===== src/inc/cmp_event_cfg.svh =====
`ifndef CMP_EVENT_CFG_SVH
`define CMP_EVENT_CFG_SVH
// Register index of the control and status register; byte address is four times it
`define CTRL_STATUS_ADDR   8'h97
// Register index of the mode and status register; byte address is four times it
`define MODE_STATUS_ADDR   8'h98
// Field positions of the control and status register
`define BIT_IDLE_RUN       5
`define BIT_EVENT_FLAG     4
`define BIT_ENABLE         3
`define BIT_COND_HI        2
// Field positions of the mode and status register
`define BIT_IRQ_ENABLE     0
`define BIT_IDLE_MODE      1
`define BIT_POWER_DOWN     2
`define BIT_RESULT         3
// Reset value of the condition select field
`define COND_RESET         3'h0
// Overflows to wait before a debounced resample
`define DEBOUNCE_OVF       2'h2
// AXI response codes
`define RESP_OKAY          2'h0
`define RESP_SLVERR        2'h2
`endif


===== src/inc/cmp_event_pkg.sv =====
package cmp_event_pkg;
   // Event condition select codes
   typedef enum logic [2:0] {
      COND_LOW      = 3'h0,
      COND_RISE     = 3'h1,
      COND_DB_TOG   = 3'h2,
      COND_DB_RISE  = 3'h3,
      COND_FALL     = 3'h4,
      COND_TOG      = 3'h5,
      COND_DB_FALL  = 3'h6,
      COND_HIGH     = 3'h7
   } cond_sel_e;
   // Debounce sequencer states, one-hot
   typedef enum logic [1:0] {
      DB_IDLE = 2'b01,
      DB_WAIT = 2'b10
   } db_state_e;
endpackage


===== src/verilog/comparator_event_logic.sv =====
// Our own choice: the AXI4-Lite interface to the registers.
`timescale 1ns/100ps
`default_nettype none
`include "cmp_event_cfg.svh"
// Notes on behaviour
// - Result is one when plus exceeds minus
// - Comparator runs only with enable set
// - Disabled: result low, no flag events
// - Enabled: digital inputs of pins off
// - Flag set when selected condition met
// - Flag sticky until software clears it
// - Plain conditions sample every clock
// - Debounce ticks come from timer overflows
// - Debounce waits two overflows then resamples
// - Flag only if resample matches expectation
// - Debounced flag one to two periods later
// - Idle stops comparator unless idle-run set
// - Idle-run with interrupt enabled wakes CPU
// - Power-down always stops comparator
// - Interrupt request gated by enable bit zero of mode register
// - Register layout and zero reset
// - Condition codes map to eight modes
module comparator_event_logic
   import cmp_event_pkg::*;
(
   input  wire logic        clk,
   input  wire logic        rst_b,
   input  wire logic        cmp_raw,
   input  wire logic        timer_overflow,
   input  wire logic        idle_mode,
   input  wire logic        power_down,
   input  wire logic [9:0]  s_axi_awaddr,
   input  wire logic        s_axi_awvalid,
   output logic             s_axi_awready,
   input  wire logic [31:0] s_axi_wdata,
   input  wire logic [3:0]  s_axi_wstrb,
   input  wire logic        s_axi_wvalid,
   output logic             s_axi_wready,
   output logic [1:0]       s_axi_bresp,
   output logic             s_axi_bvalid,
   input  wire logic        s_axi_bready,
   input  wire logic [9:0]  s_axi_araddr,
   input  wire logic        s_axi_arvalid,
   output logic             s_axi_arready,
   output logic [31:0]      s_axi_rdata,
   output logic [1:0]       s_axi_rresp,
   output logic             s_axi_rvalid,
   input  wire logic        s_axi_rready,
   output logic             cmp_irq,
   output logic             cpu_wake,
   output logic             digital_input_off,
   output logic             cmp_result
);

   // Condition match for a sampled and a previous value
   function automatic logic cond_hit(input cond_sel_e c, input logic cur, input logic prev);
      case (c)
         COND_LOW  : cond_hit = !cur;
         COND_HIGH : cond_hit = cur;
         COND_RISE : cond_hit = cur && !prev;
         COND_FALL : cond_hit = !cur && prev;
         COND_TOG  : cond_hit = cur != prev;
         default   : cond_hit = 1'b0;
      endcase
   endfunction

   // Transition that starts a debounce wait
   function automatic logic db_start(input cond_sel_e c, input logic cur, input logic prev);
      case (c)
         COND_DB_TOG  : db_start = cur != prev;
         COND_DB_RISE : db_start = cur && !prev;
         COND_DB_FALL : db_start = !cur && prev;
         default      : db_start = 1'b0;
      endcase
   endfunction

   logic        cmp_enable, cmp_idle_run, cmp_event_flag, irq_enable;
   logic [2:0]  event_condition_select, next_event_condition_select;
   logic        next_cmp_enable, next_cmp_idle_run, next_cmp_event_flag, next_irq_enable;
   logic        active, result_now, result_prev, next_result_prev;
   db_state_e   db_state, next_db_state;
   logic [1:0]  ovf_count, next_ovf_count;
   logic        expect_val, next_expect_val, event_hit, is_db;
   logic        aw_held, w_held, next_aw_held, next_w_held;
   logic [9:0]  aw_addr, next_aw_addr;
   logic [31:0] w_data, next_w_data, next_rdata;
   logic [3:0]  w_strb, next_w_strb;
   logic        next_bvalid, next_rvalid;
   logic [1:0]  next_bresp, next_rresp;
   logic        do_write, wr_ctrl, wr_mode;
   logic        next_irq, next_wake, next_din_off, next_result;

   // Comparator is live only when enabled and not shut by a sleep mode
   assign active     = cmp_enable && !power_down && (!idle_mode || cmp_idle_run);
   assign result_now = active && cmp_raw;
   assign is_db      = event_condition_select == COND_DB_TOG || event_condition_select == COND_DB_RISE
                       || event_condition_select == COND_DB_FALL;

   // Debounce sequencer and event detection
   always_comb
   begin
      next_result_prev = result_now;
      next_db_state    = db_state;
      next_ovf_count   = ovf_count;
      next_expect_val  = expect_val;
      event_hit        = 1'b0;
      if (!active || !is_db)
      begin
         next_db_state  = DB_IDLE;
         next_ovf_count = 2'h0;
         if (active)
            event_hit = cond_hit(cond_sel_e'(event_condition_select), result_now, result_prev);
      end
      else
      begin
         case (db_state)
            DB_IDLE :
               if (db_start(cond_sel_e'(event_condition_select), result_now, result_prev))
               begin
                  next_db_state   = DB_WAIT;
                  next_ovf_count  = 2'h0;
                  next_expect_val = result_now;
               end
            DB_WAIT :
               if (timer_overflow)
               begin
                  next_ovf_count = ovf_count + 2'h1;
                  if (ovf_count + 2'h1 == `DEBOUNCE_OVF)
                  begin
                     next_db_state = DB_IDLE;
                     event_hit     = result_now == expect_val;
                  end
               end
            default :
               next_db_state = DB_IDLE;
         endcase
      end
   end

   // AXI write channel capture and register write
   always_comb
   begin
      next_aw_held = aw_held;
      next_w_held  = w_held;
      next_aw_addr = aw_addr;
      next_w_data  = w_data;
      next_w_strb  = w_strb;
      next_bvalid  = s_axi_bvalid && !s_axi_bready;
      next_bresp   = s_axi_bresp;
      if (s_axi_awvalid && s_axi_awready)
      begin
         next_aw_held = 1'b1;
         next_aw_addr = s_axi_awaddr;
      end
      if (s_axi_wvalid && s_axi_wready)
      begin
         next_w_held = 1'b1;
         next_w_data = s_axi_wdata;
         next_w_strb = s_axi_wstrb;
      end
      do_write = aw_held && w_held && !s_axi_bvalid;
      wr_ctrl  = do_write && aw_addr == {`CTRL_STATUS_ADDR, 2'b00} && w_strb[0];
      wr_mode  = do_write && aw_addr == {`MODE_STATUS_ADDR, 2'b00} && w_strb[0];
      if (do_write)
      begin
         next_aw_held = 1'b0;
         next_w_held  = 1'b0;
         next_bvalid  = 1'b1;
         next_bresp   = (aw_addr == {`CTRL_STATUS_ADDR, 2'b00} || aw_addr == {`MODE_STATUS_ADDR, 2'b00})
                        ? `RESP_OKAY : `RESP_SLVERR;
      end
   end

   // Control bits and sticky flag; a hardware set beats a software clear
   always_comb
   begin
      next_cmp_enable             = cmp_enable;
      next_cmp_idle_run           = cmp_idle_run;
      next_event_condition_select = event_condition_select;
      next_cmp_event_flag         = cmp_event_flag;
      next_irq_enable             = irq_enable;
      if (wr_ctrl)
      begin
         next_cmp_idle_run           = w_data[`BIT_IDLE_RUN];
         next_cmp_enable             = w_data[`BIT_ENABLE];
         next_event_condition_select = w_data[`BIT_COND_HI:0];
         next_cmp_event_flag         = w_data[`BIT_EVENT_FLAG];
      end
      if (wr_mode)
         next_irq_enable = w_data[`BIT_IRQ_ENABLE];
      if (event_hit)
         next_cmp_event_flag = 1'b1;
   end

   // Read channel
   always_comb
   begin
      next_rvalid = s_axi_rvalid && !s_axi_rready;
      next_rdata  = s_axi_rdata;
      next_rresp  = s_axi_rresp;
      if (s_axi_arvalid && s_axi_arready)
      begin
         next_rvalid = 1'b1;
         next_rdata  = 32'h0000_0000;
         next_rresp  = `RESP_OKAY;
         if (s_axi_araddr == {`CTRL_STATUS_ADDR, 2'b00})
         begin
            next_rdata[`BIT_IDLE_RUN]    = cmp_idle_run;
            next_rdata[`BIT_EVENT_FLAG]  = cmp_event_flag;
            next_rdata[`BIT_ENABLE]      = cmp_enable;
            next_rdata[`BIT_COND_HI:0]   = event_condition_select;
         end
         else if (s_axi_araddr == {`MODE_STATUS_ADDR, 2'b00})
         begin
            next_rdata[`BIT_IRQ_ENABLE] = irq_enable;
            next_rdata[`BIT_IDLE_MODE]  = idle_mode;
            next_rdata[`BIT_POWER_DOWN] = power_down;
            next_rdata[`BIT_RESULT]     = cmp_result;
         end
         else
            next_rresp = `RESP_SLVERR;
      end
   end

   // Output drives
   always_comb
   begin
      next_irq     = next_cmp_event_flag && next_irq_enable;
      next_wake    = next_irq && idle_mode && cmp_idle_run;
      next_din_off = next_cmp_enable;
      next_result  = result_now;
   end

   // State registers
   always_ff @(posedge clk or negedge rst_b)
   begin
      if (!rst_b)
      begin
         cmp_enable             <= 1'b0;
         cmp_idle_run           <= 1'b0;
         cmp_event_flag         <= 1'b0;
         event_condition_select <= `COND_RESET;
         irq_enable             <= 1'b0;
         result_prev            <= 1'b0;
         db_state               <= DB_IDLE;
         ovf_count              <= 2'h0;
         expect_val             <= 1'b0;
         aw_held                <= 1'b0;
         w_held                 <= 1'b0;
         aw_addr                <= 10'h000;
         w_data                 <= 32'h0000_0000;
         w_strb                 <= 4'h0;
         s_axi_bvalid           <= 1'b0;
         s_axi_bresp            <= `RESP_OKAY;
         s_axi_rvalid           <= 1'b0;
         s_axi_rdata            <= 32'h0000_0000;
         s_axi_rresp            <= `RESP_OKAY;
         s_axi_awready          <= 1'b0;
         s_axi_wready           <= 1'b0;
         s_axi_arready          <= 1'b0;
         cmp_irq                <= 1'b0;
         cpu_wake               <= 1'b0;
         digital_input_off      <= 1'b0;
         cmp_result             <= 1'b0;
      end
      else
      begin
         cmp_enable             <= next_cmp_enable;
         cmp_idle_run           <= next_cmp_idle_run;
         cmp_event_flag         <= next_cmp_event_flag;
         event_condition_select <= next_event_condition_select;
         irq_enable             <= next_irq_enable;
         result_prev            <= next_result_prev;
         db_state               <= next_db_state;
         ovf_count              <= next_ovf_count;
         expect_val             <= next_expect_val;
         aw_held                <= next_aw_held;
         w_held                 <= next_w_held;
         aw_addr                <= next_aw_addr;
         w_data                 <= next_w_data;
         w_strb                 <= next_w_strb;
         s_axi_bvalid           <= next_bvalid;
         s_axi_bresp            <= next_bresp;
         s_axi_rvalid           <= next_rvalid;
         s_axi_rdata            <= next_rdata;
         s_axi_rresp            <= next_rresp;
         s_axi_awready          <= !next_aw_held && !(s_axi_awvalid && s_axi_awready);
         s_axi_wready           <= !next_w_held && !(s_axi_wvalid && s_axi_wready);
         s_axi_arready          <= !next_rvalid && !(s_axi_arvalid && s_axi_arready);
         cmp_irq                <= next_irq;
         cpu_wake               <= next_wake;
         digital_input_off      <= next_din_off;
         cmp_result             <= next_result;
      end
   end
endmodule
`default_nettype wire


===== config.mk =====
export PLATFORM = sky130hd
export DESIGN_NAME = comparator_event_logic
export DESIGN_NICKNAME = d
export VERILOG_FILES = /design/src/inc/cmp_event_pkg.sv /design/src/verilog/comparator_event_logic.sv
export VERILOG_INCLUDE_DIRS = /design/src /design/src/inc
export SDC_FILE = /design/constraint.sdc
export NUM_CORES = 1
export LEC_CHECK = 0
export ABC_AREA = 1
export BUFFER_PORTS_ARGS = -buffer_cell sky130_fd_sc_hd__buf_2
export CELL_PAD_IN_SITES_DETAIL_PLACEMENT = 1
export CELL_PAD_IN_SITES_GLOBAL_PLACEMENT = 2
export CORE_ASPECT_RATIO = 0.75
export CORE_MARGIN = 2
export CORE_UTILIZATION = 27
export CTS_CLUSTER_SIZE = 10
export DETAILED_ROUTE_END_ITERATION = 10
export PLACE_DENSITY_LB_ADDON = 0.2
export SLEW_MARGIN = 15
export SYNTH_ARGS = -nofsm -noshare
export SYNTH_HDL_FRONTEND = slang
export SYNTH_SLANG_ARGS = --single-unit

===== constraint.sdc =====
create_clock -name clk -period 2.8 [get_ports clk]
set_input_delay 0.84 -clock clk [delete_from_list [all_inputs] [get_ports clk]]
set_output_delay 0.84 -clock clk [all_outputs]
set_load 0.02 [all_outputs]

==> summary.md <==
* 0.25 ns — critical path's largest stage delay
* 4 — length of the first detailed-routing pass in iterations
* finished, final reports clean — outcome
* 0 — remaining antenna violation count after routing
* 47 — number of flip-flops and latches in the synthesized netlist
* 3 — Crit path buffers/inverters
* 0 — antenna diode count
* 0 — Max-Cap Viols
* sky130_fd_sc_hd__dfrtp_1 — most used flip-flop cell after synthesis
* 0.29 ns — latest clock arrival within the worst-skew pair
* 0 — Post-synth EDFFs
* 0.246 — Comb power frac
* sky130_fd_sc_hd__nand2_1 — Crit path top cell by count
* 0.479 — portion of the post-synthesis area used by sequential elements
* 0 ns — setup_tns
* 30 — site row count
* 1,893 — number of global-route vias before repair
* 19.9% — growth of design area from synthesis to finish
* 11.4 um — final routed wire length divided by cell count
* 4.02 — Via-to-Cell Ratio
* 0.06 ns — CTS clock-pin slew for the worst setup and hold paths
* 5 — number of clock buffers inserted by TritonCTS
* 0 — number of setup buffers added after CTS
* 0.315 — part of the total power dissipated in the clock network
* 54 — IO buf count
* 0 — Remaining Overflow, GRT
* 28 — number of different library cells in the post-synthesis netlist
* ovf_count[0] — destination of the worst register-to-register timing path
* 0 — Warnings, synthesis
* 0 — drt drc
* 2.16 ns — post-route minimum period
* 1480 uW — Int Pwr
* sky130_fd_sc_hd__dfrtp_1 — top cell type by total area after synthesis
* 2950 um^2 — Finished Cell Area
* 4190 um — HPWL Detailed
* 427 — layout net count
* in2async — path type of the worst min-delay path
* 0.331 ns — worst setup timing slack at the placement stage
* 0.116 — total global-route track usage
* 2.37 ns — worst path arrival time
* 2 — Max H-tree Level
* 0 — number of hold buffers added after cts
* 1.00 — share of flip-flops with an asynchronous set or reset
* 0.83 ns — worst reg2reg setup slack
* 0.638 ns — smallest setup slack after layout
* cmp_enable — Reg2Reg Launch Point
* 0 — initial antenna violation count
* 0.275 — initial core utilization
* 9040 um — wire length of the first global-routing pass
* 703 uW — sw power
* 0.00725 ns — worst clock skew on the final layout
* 42 — initial detailed-routing violation count
* sky130_fd_sc_hd__nor2_1 — CP max-delay cell
* 0.439 — register share of total power
* 0 — Final Max Tran Viols
* 741 nW/um^2 — pwr dens
* 0.468 — Synth top area share
* 9890 um^2 — die area
* flop — Worst Setup End Kind
* 463 MHz — fmax
* 3.01 ns — data required time of the critical path
* sky130_fd_sc_hd__nand2_1 (80), sky130_fd_sc_hd__dfrtp_1 (46), sky130_fd_sc_hd__inv_1 (40) — cell types with the highest counts after synthesis
* 4 — largest fanout on the critical path
* 86.6 um — die height
* 8930 um^2 — floorplan core area
* no — setup repair after global routing missed its margin
* 2 — Clock Tree Buf Depth
* 0.579 — worst max-slew margin expressed relative to the limit
* 0 — number of failing setup endpoints in the final timing report
* 0.322 — Sw Share
* 47 — count of clock tree sinks
* yes — clock tree from TritonCTS
* 114 um — Die Width
* sky130_fd_sc_hd__nand2_1 — most common cell in the synthesized netlist
* 0.772 — final clock period utilization by the worst path
* 0.00158 uW — Static Leakage
* 0.627 ns — Slew @ Worst Pin
* 298 — number of instances in the synthesized netlist
* 15 — R2R depth
* 8.25 um^2 — mean instance size in the synthesized netlist
* 0.268 — fraction of final layout cells sized beyond drive strength 1
* 1,890 — total via count after detailed routing
* 112 — Boundary Pins
* primary input — CP Launch Type
* 0 — final hold violation count
* 2770 um^2 — cell area reported after detailed placement
* sky130_fd_sc_hd__clkbuf_16 — CTS Root Buffer Type
* buf_2, nor2_2, nand2_4, nor2_1, inv_1, ha_1, inv_1, nand2_1, nand2_1, nor2_2, o31ai_2, nand2_2, nand2_2, nand2_1, o21ai_1 — sequence of cells on the critical path
* sky130_fd_sc_hd__dfrtp_1 (47%), sky130_fd_sc_hd__nand2_1 (12%), sky130_fd_sc_hd__buf_4 (8.5%), sky130_fd_sc_hd__inv_1 (6.1%), sky130_fd_sc_hd__nor2_1 (2.6%) — Synth area leaders
* 2460 um^2 — summed instance area of the synthesized netlist
* 0 — cells resized by post-CTS repair
* 41 — maximum number of pins on one net before global-route repair
* 5370 um — routed wire length
* simple AND/OR/NAND/NOR gates — family with the most delay on the worst path
* in2reg — path type of the worst setup path
* 0.734 — routability congestion estimate from global placement
* 0.000310 V — maximum vdd drop
==> layer usage <==
layer	up-vias	global-route usage	wire length (um)
met5	-	0	0
met4	0	0.0499	89
met3	5	0.0266	338
met2	61	0.160	2000
met1	845	0.174	2940
li1	979	-	-
==> placed cells by master, fill, tap and decap left out, types with 2 or more instances in the layout <==
cell and count:
sky130_fd_sc_hd__a21oi_1 10, sky130_fd_sc_hd__buf_2 54, sky130_fd_sc_hd__clkbuf_16 5, sky130_fd_sc_hd__conb_1 28
sky130_fd_sc_hd__dfrtp_1 46, sky130_fd_sc_hd__ha_1 3, sky130_fd_sc_hd__inv_1 40, sky130_fd_sc_hd__inv_2 5
sky130_fd_sc_hd__nand2_1 80, sky130_fd_sc_hd__nand2_2 8, sky130_fd_sc_hd__nand2_4 3, sky130_fd_sc_hd__nand3_1 10
sky130_fd_sc_hd__nand3_2 2, sky130_fd_sc_hd__nand4_1 5, sky130_fd_sc_hd__nor2_1 17, sky130_fd_sc_hd__nor2_2 6
sky130_fd_sc_hd__nor2_4 2, sky130_fd_sc_hd__o21ai_0 11, sky130_fd_sc_hd__o21ai_1 7, sky130_fd_sc_hd__o31ai_2 3
sky130_fd_sc_hd__or2_0 2
==> area by class of cell <==
| type | instances | area [um^2] |
|---|---|---|
| fill | 1104 | 5990 |
| clock buffer | 6 | 139 |
| clock inverter | 2 | 35.0 |
| timing repair buffer | 56 | 298 |
| inverter | 45 | 169 |
| sequential | 47 | 1180 |
| tap | 112 | 140 |
| multi-input combinational | 202 | 990 |
==> cell families (layout without fill, tap and decap cells) <==
family          count (synthesis)  in the layout  share of synthesized area
other cells                     1             28                    0.00153
simple gates                  138            138                      0.264
fa+ha+maj                       3              3                     0.0153
compound gates                 33             33                     0.0804
flops                          47             47                      0.479
buf+inv                        76            109                      0.160
==> worst max path at each step <==
| stage | startpoint | to | slack, ns | cells after the start |
|---|---|---|---|---|
| after floorplan | power_down | ovf_count[0] | 0.73 | 14 |
| after CTS | power_down | ovf_count[0] | 0.62 | 15 |
| after detailed placement | power_down | ovf_count[0] | 0.33 | 15 |
| after global routing | power_down | ovf_count[1] | 0.46 | 15 |
| after global placement | power_down | ovf_count[1] | 0.37 | 15 |
| final | power_down | ovf_count[0] | 0.64 | 15 |
==> power groups by stage <==
stage,clock [uW],combinational [uW],sequential [uW]
3_5_place_dp,0,548,974
4_1_cts,714,551,964
3_3_place_gp,0,536,968
5_1_grt,734,623,984
2_1_floorplan,0,341,1010
6_report,688,536,959
==> per-stage QoR <==
step / hold slack, ns / util / total power [uW] / cells
2_1_floorplan: 0.449 / - / 1350 / 325
3_3_place_gp: 0.457 / 0.311 / 1500 / 462
3_5_place_dp: 0.468 / 0.311 / 1520 / 462
4_1_cts: 0.391 / 0.330 / 2230 / 470
5_1_grt: 0.405 / 0.330 / 2340 / 470
6_report: 0.392 / 0.330 / 2180 / 470
==> worst register-to-register path, cell delays in order (launching register included) <==
cell and delay [ns]:
sky130_fd_sc_hd__dfrtp_1 0.43, sky130_fd_sc_hd__inv_1 0.08, sky130_fd_sc_hd__nor2_2 0.12, sky130_fd_sc_hd__nand2_4 0.08
sky130_fd_sc_hd__nor2_1 0.25, sky130_fd_sc_hd__inv_1 0.09, sky130_fd_sc_hd__ha_1 0.18, sky130_fd_sc_hd__inv_1 0.06
sky130_fd_sc_hd__nand2_1 0.06, sky130_fd_sc_hd__nand2_1 0.10, sky130_fd_sc_hd__nor2_2 0.04, sky130_fd_sc_hd__o31ai_2 0.10
sky130_fd_sc_hd__nand2_2 0.09, sky130_fd_sc_hd__nand2_2 0.11, sky130_fd_sc_hd__nand2_1 0.05, sky130_fd_sc_hd__o21ai_1 0.07
==> registers in the layout, summed over array words and instances (netlist names), 2 cells and up <==
| register | count |
|---|---|
| w_data | 6 |
| aw_addr | 10 |
| ovf_count | 2 |
| event_condition_select | 3 |
| s_axi_rdata | 6 |
| db_state | 2 |
(Power assumes the default switching activity.)
